File: config.mk
export PLATFORM = sky130hd
export DESIGN_NAME = sbdsr_regs
export DESIGN_NICKNAME = d
export VERILOG_FILES = /design/src/sbdsr_regs.v /design/src/sbdsr_drop_counter.v
export VERILOG_INCLUDE_DIRS = /design/src /design/src/src
export SDC_FILE = /design/constraint.sdc
export NUM_CORES = 1
export LEC_CHECK = 0
export ABC_AREA = 1
export BUFFER_PORTS_ARGS = -buffer_cell sky130_fd_sc_hd__buf_4
export CORE_MARGIN = 5
export CORE_UTILIZATION = 50
export DETAILED_ROUTE_END_ITERATION = 8
export GPL_TIMING_DRIVEN = 0
export PLACE_DENSITY = 0.79
export SLEW_MARGIN = 5
export SYNTH_ARGS = -nofsm -noshare
export SYNTH_HDL_FRONTEND = slang
export SYNTH_SLANG_ARGS = --single-unit
File: constraint.sdc
create_clock -name clk_sys_i -period 2.5 [get_ports clk_sys_i]
set_clock_uncertainty 0.05 [all_clocks]
set_input_delay 0.25 -clock clk_sys_i [delete_from_list [all_inputs] [get_ports clk_sys_i]]
set_output_delay 0.25 -clock clk_sys_i [all_outputs]
set_load 0.01 [all_outputs]
File: src/sbdsr_consts.vh
`ifndef SBDSR_CONSTS_VH
`define SBDSR_CONSTS_VH
// register indices, byte address is four times the index
`define SBDSR_IDX_VLAN2 14'h1C15
`define SBDSR_IDX_CNT0 14'h1C16
`define SBDSR_IDX_CNT1 14'h1C17
`define SBDSR_IDX_CNT2 14'h1C18
`define SBDSR_IDX_MASK 14'h1C20
`define SBDSR_IDX_PEND 14'h1C21
// vlan register fields
`define SBDSR_PRIO_HI 14
`define SBDSR_PRIO_LO 12
`define SBDSR_VID_HI 11
`define SBDSR_VID_LO 0
`define SBDSR_VID_RST 12'h001
`define SBDSR_PRIO_RST 3'h0
// counters
`define SBDSR_CNT_RST 32'h00000000
`define SBDSR_CNT_MAX 32'hFFFFFFFF
// mask reset
`define SBDSR_MASK_RST 1'b1
// pending register fields
`define SBDSR_B_REASON_LO 10
`define SBDSR_B_PORT_LO 8
`define SBDSR_B_PEND_BIT 7
`define SBDSR_A_REASON_LO 3
`define SBDSR_A_PORT_LO 1
`define SBDSR_A_VALID_BIT 0
// drop reason codes
`define SBDSR_RSN_BCAST_LIMIT 4'h0
`define SBDSR_RSN_RED 4'h1
`define SBDSR_RSN_NO_BUF 4'h2
`define SBDSR_RSN_NO_DESC 4'h3
`define SBDSR_RSN_NO_DEST 4'h4
`define SBDSR_RSN_RX_ERR 4'h5
`define SBDSR_RSN_DROP_LIMIT 4'h6
`define SBDSR_RSN_YELLOW 4'h9
// source port codes
`define SBDSR_PORT0 2'h0
`define SBDSR_PORT1 2'h1
`define SBDSR_PORT2 2'h2
`endif

File: src/sbdsr_regs.v
// What this block does
// RQ1: hold port 2 default egress priority
// RQ2: hold port 2 default VLAN ID, reset one
// RQ3: count rate-limit drops per port, reset zero
// RQ4: reading a drop counter clears it
// RQ5: drop counters saturate at all ones
// RQ6: mask bit, set at reset, blocks interrupts
// RQ7: mask gates only the interrupt output
// RQ8: two drop record slots, A and B
// RQ9: slot B reason code, read clears
// RQ10: codes 0000 broadcast limit, 0100 no destination
// RQ11: codes 0001 red, 0010 buffers, 0011 descriptors
// RQ12: codes 0101 receive error, 0110 drop limit
// RQ13: code 1001 yellow drop; others reserved
// RQ14: slot B source port, read clears
// RQ15: slot B pending flag qualifies its fields
// RQ16: slot A valid flag, reason, port fields
// RQ17: interrupt when any flag set, unmasked
// RQ18: fill A, then B, then drop records
`include "sbdsr_consts.vh"
module sbdsr_regs
(
    input wire clk_sys_i,
    input wire reset_i,
    input wire [13:0] reg_index_i,
    input wire reg_wr_i,
    input wire reg_rd_i,
    input wire [31:0] reg_wdata_i,
    output reg [31:0] reg_rdata_o,
    input wire [2:0] rate_drop_i,
    input wire drop_event_i,
    input wire [3:0] drop_reason_i,
    input wire [1:0] drop_port_i,
    output wire [2:0] egress_priority_o,
    output wire [11:0] egress_vlan_id_o,
    output wire irq_o
);
    reg [2:0] prio_reg;
    reg [11:0] vid_reg;
    reg mask_reg;
    reg a_valid_reg;
    reg [3:0] a_reason_reg;
    reg [1:0] a_port_reg;
    reg b_pend_reg;
    reg [3:0] b_reason_reg;
    reg [1:0] b_port_reg;
    reg a_valid_next;
    reg [3:0] a_reason_next;
    reg [1:0] a_port_next;
    reg b_pend_next;
    reg [3:0] b_reason_next;
    reg [1:0] b_port_next;
    reg [31:0] rdata_next;
    reg [2:0] prio_next;
    reg [11:0] vid_next;
    reg mask_next;
    wire [31:0] cnt0;
    wire [31:0] cnt1;
    wire [31:0] cnt2;
    wire [31:0] pend_word;
    wire rd_cnt0;
    wire rd_cnt1;
    wire rd_cnt2;
    wire rd_pend;
    wire wr_vlan;
    wire wr_mask;

    // address decode of read strobes
    function sel;
        input [13:0] idx;
        input [13:0] target;
        begin
            sel = (idx == target);
        end
    endfunction

    assign rd_cnt0 = reg_rd_i && sel(reg_index_i, `SBDSR_IDX_CNT0);
    assign rd_cnt1 = reg_rd_i && sel(reg_index_i, `SBDSR_IDX_CNT1);
    assign rd_cnt2 = reg_rd_i && sel(reg_index_i, `SBDSR_IDX_CNT2);
    assign rd_pend = reg_rd_i && sel(reg_index_i, `SBDSR_IDX_PEND);

    // write strobes of the two writable registers
    assign wr_vlan = reg_wr_i && sel(reg_index_i, `SBDSR_IDX_VLAN2);
    assign wr_mask = reg_wr_i && sel(reg_index_i, `SBDSR_IDX_MASK);

    // one counter per source port
    sbdsr_drop_counter u_cnt0
    (
        .clk_sys_i(clk_sys_i),
        .reset_i(reset_i),
        .drop_i(rate_drop_i[0]),
        .read_clear_i(rd_cnt0),
        .count_o(cnt0)
    );
    sbdsr_drop_counter u_cnt1
    (
        .clk_sys_i(clk_sys_i),
        .reset_i(reset_i),
        .drop_i(rate_drop_i[1]),
        .read_clear_i(rd_cnt1),
        .count_o(cnt1)
    );
    sbdsr_drop_counter u_cnt2
    (
        .clk_sys_i(clk_sys_i),
        .reset_i(reset_i),
        .drop_i(rate_drop_i[2]),
        .read_clear_i(rd_cnt2),
        .count_o(cnt2)
    );

    // egress tagging defaults
    assign egress_priority_o = prio_reg; // RQ1
    assign egress_vlan_id_o = vid_reg; // RQ2

    // pending word layout, upper bits read zero
    assign pend_word = {18'h00000, b_reason_reg, b_port_reg, b_pend_reg,
                        a_reason_reg, a_port_reg, a_valid_reg}; // RQ8

    // interrupt from either flag, gated by mask only
    assign irq_o = (a_valid_reg || b_pend_reg) && !mask_reg; // RQ17 RQ6 RQ7

    // writable fields; reserved bits of a write are dropped
    always @*
    begin
        prio_next = prio_reg;
        vid_next = vid_reg;
        mask_next = mask_reg;
        if (wr_vlan)
        begin
            prio_next = reg_wdata_i[`SBDSR_PRIO_HI:`SBDSR_PRIO_LO]; // RQ1
            vid_next = reg_wdata_i[`SBDSR_VID_HI:`SBDSR_VID_LO]; // RQ2
        end
        if (wr_mask)
        begin
            mask_next = reg_wdata_i[0]; // RQ6
        end
    end

    // slot update: read clears, a new event wins over the clear
    always @*
    begin
        a_valid_next = a_valid_reg;
        a_reason_next = a_reason_reg;
        a_port_next = a_port_reg;
        b_pend_next = b_pend_reg;
        b_reason_next = b_reason_reg;
        b_port_next = b_port_reg;
        if (rd_pend)
        begin
            a_valid_next = 1'b0; // RQ16
            a_reason_next = 4'h0;
            a_port_next = 2'h0;
            b_pend_next = 1'b0; // RQ15
            b_reason_next = 4'h0; // RQ9
            b_port_next = 2'h0; // RQ14
        end
        // reason codes pass through as given, see encodings
        if (drop_event_i) // RQ10 RQ11 RQ12 RQ13
        begin
            if (!a_valid_next) // RQ18
            begin
                a_valid_next = 1'b1;
                a_reason_next = drop_reason_i; // RQ16
                a_port_next = drop_port_i;
            end
            else if (!b_pend_next) // RQ18
            begin
                b_pend_next = 1'b1; // RQ15
                b_reason_next = drop_reason_i; // RQ9
                b_port_next = drop_port_i; // RQ14
            end
            // both slots full: the record is lost until read
        end
    end

    // read data mux, unmapped reads return zero
    always @*
    begin
        rdata_next = 32'h00000000;
        case (reg_index_i)
            `SBDSR_IDX_VLAN2: rdata_next = {17'h00000, prio_reg, vid_reg};
            `SBDSR_IDX_CNT0: rdata_next = cnt0; // RQ4
            `SBDSR_IDX_CNT1: rdata_next = cnt1; // RQ4
            `SBDSR_IDX_CNT2: rdata_next = cnt2; // RQ4
            `SBDSR_IDX_MASK: rdata_next = {31'h00000000, mask_reg};
            `SBDSR_IDX_PEND: rdata_next = pend_word;
            default: rdata_next = 32'h00000000;
        endcase
    end

    // register state
    always @(posedge clk_sys_i)
    begin
        if (reset_i)
        begin
            prio_reg <= `SBDSR_PRIO_RST; // RQ1
            vid_reg <= `SBDSR_VID_RST; // RQ2
            mask_reg <= `SBDSR_MASK_RST; // RQ6
            a_valid_reg <= 1'b0;
            a_reason_reg <= 4'h0;
            a_port_reg <= 2'h0;
            b_pend_reg <= 1'b0;
            b_reason_reg <= 4'h0;
            b_port_reg <= 2'h0;
            reg_rdata_o <= 32'h00000000;
        end
        else
        begin
            prio_reg <= prio_next; // RQ1
            vid_reg <= vid_next; // RQ2
            mask_reg <= mask_next; // RQ6
            a_valid_reg <= a_valid_next;
            a_reason_reg <= a_reason_next;
            a_port_reg <= a_port_next;
            b_pend_reg <= b_pend_next;
            b_reason_reg <= b_reason_next;
            b_port_reg <= b_port_next;
            // read data captured on a read strobe, held otherwise
            if (reg_rd_i)
                reg_rdata_o <= rdata_next;
        end
    end
endmodule

File: src/sbdsr_drop_counter.v
`include "sbdsr_consts.vh"
// saturating read-clear drop counter for one port
module sbdsr_drop_counter
(
    input wire clk_sys_i,
    input wire reset_i,
    input wire drop_i,
    input wire read_clear_i,
    output reg [31:0] count_o
);
    reg [31:0] count_next;

    // read clears; a drop in the read cycle starts the new count at one
    always @*
    begin
        count_next = count_o;
        if (read_clear_i)
        begin
            count_next = drop_i ? 32'h00000001 : `SBDSR_CNT_RST; // RQ4
        end
        else if (drop_i && count_o != `SBDSR_CNT_MAX) // RQ5
        begin
            count_next = count_o + 32'h00000001; // RQ3
        end
    end

    always @(posedge clk_sys_i)
    begin
        if (reset_i)
            count_o <= `SBDSR_CNT_RST; // RQ3
        else
            count_o <= count_next;
    end
endmodule

---- Yosys cells after proc, flatten, opt, wreduce, memory -nomap -nowiden ----
Index checks and enable logic that the tools add are counted.
storage, ports and cells
  bits in registers ....................... 158
  input port bits ......................... 60
  output and inout bits ................... 48
  logic and storage cells ................. 69
cells by class
  eq/ne operators ......................... 9
  mux-type cells .......................... 29
  $add $sub $neg .......................... 3
  reductions and logical operators ........ 15
operators by type and width
  operator                 number
  $mux W32                 6
  $pmux W32 S6             1
  $add A32 B1 Y32 const B  3
  $ne A32 B32 Y1 const B   3
  $eq A14 B13 Y1 const B   6
  $mux W4                  7
  $mux W2                  7
  $logic_and A1 B1 Y1      10
  $mux W1                  8
  $reduce_bool A2 Y1       3
  $logic_not A1 Y1         1
  $logic_or A1 B1 Y1       1

---- Depth between registers and ports, before layout ----
  word-level depth ........................ 6
  depth in mapped cells ................... 13
  depth with buffers taken out ............ 12

---- Cells and area by module ----
A second synthesis with hierarchy kept.
second synthesis, totals
  cells, all modules ...................... 1687
  area total of the unflattened synthesis .. 10272.4 µm²
modules (own cells, without submodules)
  module              area each (µm²)  seq. area each (µm²)  cells each  instances
  sbdsr_drop_counter  2273.4           640.6                 387         3
  sbdsr_regs          3452.1           1241.2                526         1

---- Worst setup path after synthesis ----
OpenSTA, ideal clock, no wires.
  path kind ............................... register -> register
  start point ............................. reg u_cnt2.count_o[0]
  end point ............................... reg u_cnt2.count_o[2]
  data required time ...................... 2.333 ns
  buffers on the path ..................... 1
  data arrival time ....................... 1.646 ns
  clock period less this slack ............ 1.813 ns
  cell stages (with the launch flop) ...... 12
  path slack .............................. 0.687 ns
  library setup time ...................... 0.117 ns
  path through ............................ dfxtp_1 > ha_1 > nand2_1 > nor2_4 > nand2_2 > nor2_4 > nand2_2 > nand2_4 > nand2_4 > buf_2 > a21oi_1 > nor2_1
on the way
  longest elaborated chain between the ends .. 3
  elaborated cells between the ends (all ways) .. 6
  classes of those cells .................. add/sub (1); eq/ne (1); mux (2); reduce/logical (2)
RTL lines
  element                                            line                     RTL
  start: declaration                                 sbdsr_drop_counter.v:9   output reg [31:0] count_o
  start signal: assignment                           sbdsr_drop_counter.v:30  count_o <= `SBDSR_CNT_RST;
  start signal: assignment                           sbdsr_drop_counter.v:32  count_o <= count_next;
  $add A32 B1 Y32 or $ne A32 B32 Y1 (tied branches)  n/a
  $mux W32 or $logic_and A1 B1 Y1 (tied branches)    n/a
  $mux W32 or $reduce_bool A2 Y1 (tied branches)     n/a
Several ways; a longest one is shown, not always the timed one. The select of a mux whose other input is x is not followed.
A chain may end at the register's enable or synchronous reset.

---- Worst setup path in the final report ----
  start point ............................. reg u_cnt2.count_o[0]
  end point ............................... reg u_cnt2.count_o[30]
Same word-level chain as after synthesis.

==> key figures <==
Setup path
  • FF-to-FF setup slack: 200 ps
  • R2r startpoint: u_cnt2.count_o[0]
  • Worst setup path class: flop to flop
  • Crit path DAT: 2610 ps
  • Crit-path max FO: 10
  • WP data required: between 2000 and 3000 ps
  • R2R depth: 12
  • Worst R2R End: u_cnt2.count_o[30]
  • Crit start category: flop
  • Worst setup EP type: flop

Die
  • Chip height: around 140 um
  • Starting Density: 50.7%
  • Die width: approximately 140 um
  • Io pins: 108
  • Core ar.: 0.0179 mm2
  • Die ar.: between 0.02 and 0.025 mm2
  • Row cnt: a little under 50

Synthesis
  • Synth cell types: 33
  • Ys Warns: 0
  • Syn Nets: approximately 1,500
  • Seq cells post-synth: roughly 160
  • Seq/Total Area, Yosys: 34.8%
  • Syn avg cell area: 6.20 um2
  • Syn Inst Count: 1,464
  • Area leader, netlist: dfxtp_1
  • Mapped cell area: slightly above 0.009 mm2
  • Post-synth top area share: 34.8%
  • Dominant cells by area after synthesis: dfxtp_1 (35%), nand2_1 (17%), nand3_1 (12%)

Global route
  • Pin count of the biggest net entering global routing: 18
  • Met1 Usage GRT: around 38%
  • GR Util met2: roughly 43%
  • GRT Util Overall: around 28%
  • Overflow after GRT: 0
  • Initial antenna violation count: 0
  • First-pass GRT wire length: approximately 46,000 um
  • Most Crowded Layer GR: met2
  • Met3 Track Usage GR: 4.96%
  • Vias in the first global route: 8,957

Timing
  • Max Freq: 434 MHz
  • Final max-slew violation count: 0
  • Sum Neg Setup Slack: 0 ps
  • Final setup vio count: 0
  • Max transition margin: a little over half
  • RSZ-0062 raised after global routing: false
  • Final min period: around 2300 ps
  • Worst Tran Pin Value: slightly below 700 ps
  • Fin. Hold Viols: 0
  • Final period utilization: 92.2%

Worst hold path
  • Hold_sp: reg_wr_i
  • Hold Crit Class: input port to flop
  • Worst Hold Path EP: egress_vlan_id_o[0]
  • Hold Crit Depth: 3

Finish
  • Antenna diodes: 0
  • Finished layout cell area: between 0.01 and 0.015 mm2
  • Synthesis-to-layout area growth: 17.7%
  • Layout cell share with drive strength beyond 1: approximately 12%
  • Final nets: ~1,600

Placed design
  • DP HPWL: about 22,000 um
  • Instance area after placement: 0.0100 mm2
  • GPL Wtd Cong: ~0.98
  • IO buf count: 89

Route
  • Vias: between 10,000 and 15,000
  • DRT Pass-1 Iters: 5
  • Post-route DRC: 0
  • ANT nets after route: 0
  • DRT iter0 DRCs: 1,026
  • DRT Wirelength: 29,000 um
  • Post-DR wirelength/cell: roughly 16 um
  • Vias per cell: roughly 5.5

Clock network
  • Clock Tree Buf Depth: 2
  • CTS buffer count: 17
  • Clock transition at path regs: ~80 ps
  • Post-CTS Setup Bufs: 0
  • Sink Count: 158
  • Clock Latency Late Sink: 440 ps
  • H-Tree Depth: 4
  • CTS tree: yes
  • Clock Root Buffer: clkbuf_16

Flow run
  • Max-Cap Viols: 0

Power
  • Overall power: 5560 uW
  • Switch share: roughly a quarter
  • Power Density: approximately 520 mW/mm2
  • Clock power frac: around 48%
  • P_int: between 4000 and 5000 uW
  • Power share of the combinational group: a little over 6%
  • Switching power: about 1500 uW
  • Leakage: around 0.0041 uW
  • Sequential Power Share: 46.0%
  • VDD IR max: 501 uV

Status
  • Outcome: finished, final reports clean
per-stage QoR:
stage,utilization (%),std cells,hold WS [ps],setup slack (ps)
global placement,56.1,1782,401,305
global route,59.7,1820,11.5,31.7
finish,59.7,1820,11.6,195
CTS,59.7,1820,2.18,235
floorplan,-,1464,330,687
detailed placement,56.1,1782,403,275
metal layers:
metal / routed length, um / vias to the layer above / part of all wire [%]
li1: - / 4973 / -
met1: 12400 / 4552 / 43
met2: 13200 / 436 / 45
met3: 2370 / 73 / 8.2
met4: 1080 / 0 / 3.7
met5: 0 / - / 0
synth_stat cells, drive strengths merged:
library cell and n:
buf 39, xor2 8, nor2b 1, o211ai 1, nor3 21, ha 3
a21oi 134, nand3b 9, dfxtp 158, nor3b 2, xnor2 9, nor4 1
inv 122, o21bai 14, nand4 19, nand2 429, clkinv 3, o21ai 36
a31oi 1, nand3 217, clkbuf 25, nor2 212
cell families after synthesis:
logic type,count (synthesis),share of synthesized area (%)
fa+ha+maj,3,0.413
simple gates,911,43.7
compound gates,186,10.7
flops,158,34.8
xor+xnor,17,1.64
buf+inv,189,8.69
critical path, cell delays in order (launching register included):
cell      delay [ps]
dfxtp_1          500
ha_1             270
nand2_1          120
nor2_4           190
nand2_2          140
nor2_4           160
nand2_2           80
nand2_4          120
nand2_4          100
clkinv_2         120
buf_6            150
nand2_1           70
a21oi_1          150
worst max-delay path by stage:
stage	from	end	cells past startpoint
5_1_grt	u_cnt2.count_o[0]	u_cnt2.count_o[2]	11
6_report	u_cnt2.count_o[0]	u_cnt2.count_o[30]	12
4_1_cts	u_cnt2.count_o[0]	u_cnt2.count_o[30]	12
3_5_place_dp	u_cnt2.count_o[0]	u_cnt2.count_o[30]	12
2_1_floorplan	u_cnt2.count_o[0]	u_cnt2.count_o[2]	11
3_3_place_gp	u_cnt2.count_o[0]	u_cnt2.count_o[2]	11
repair_timing:
action,in CTS,in global routing
hold buffers,6,0
gates resized for setup,0,0
endpoints found under the hold margin,7,0
layout make-up:
cell class              instances  area (um2)
plain buffers                  64         318
clock buffers                  18         429
clock inverters                14         161
fillers                      1735        7220
inverters                     125         472
multi-input cells            1117        5130
flip-flops and latches        158        3160
well taps                     229         287
repair buffers                 95         728
cell usage in the layout, fill, tap and decap left out, types with 6 or more instances in the layout:
cell type / netlist / routed
a21oi_1: 134 / 134
o21bai_1: 14 / 14
nand3b_1: 9 / 9
xor2_1: 8 / 8
dlygate4sd3_1: 0 / 6
clkbuf_1: 25 / 26
buf_1: 6 / 6
clkbuf_16: 0 / 17
buf_2: 26 / 26
nor2_1: 197 / 197
nand2_2: 11 / 11
inv_1: 117 / 117
nor2_2: 7 / 7
nand3_1: 215 / 215
dfxtp_1: 158 / 158
buf_4: 2 / 91
inv_6: 0 / 7
o21ai_0: 34 / 34
nor2_4: 8 / 8
nand4_1: 19 / 19
nand2_4: 6 / 6
xnor2_1: 9 / 9
nor3_1: 21 / 21
nand2_1: 412 / 412
power groups by stage:
| stage | sequential [uW] | combinational [uW] | clock [uW] |
|---|---|---|---|
| floorplan | 2610 | 189 | 0 |
| global placement | 2620 | 320 | 0 |
| detailed placement | 2620 | 324 | 0 |
| CTS | 2560 | 334 | 2670 |
| global route | 2560 | 370 | 2780 |
| finish | 2560 | 339 | 2660 |
No activity file was read; power rests on OpenSTA's default activity.
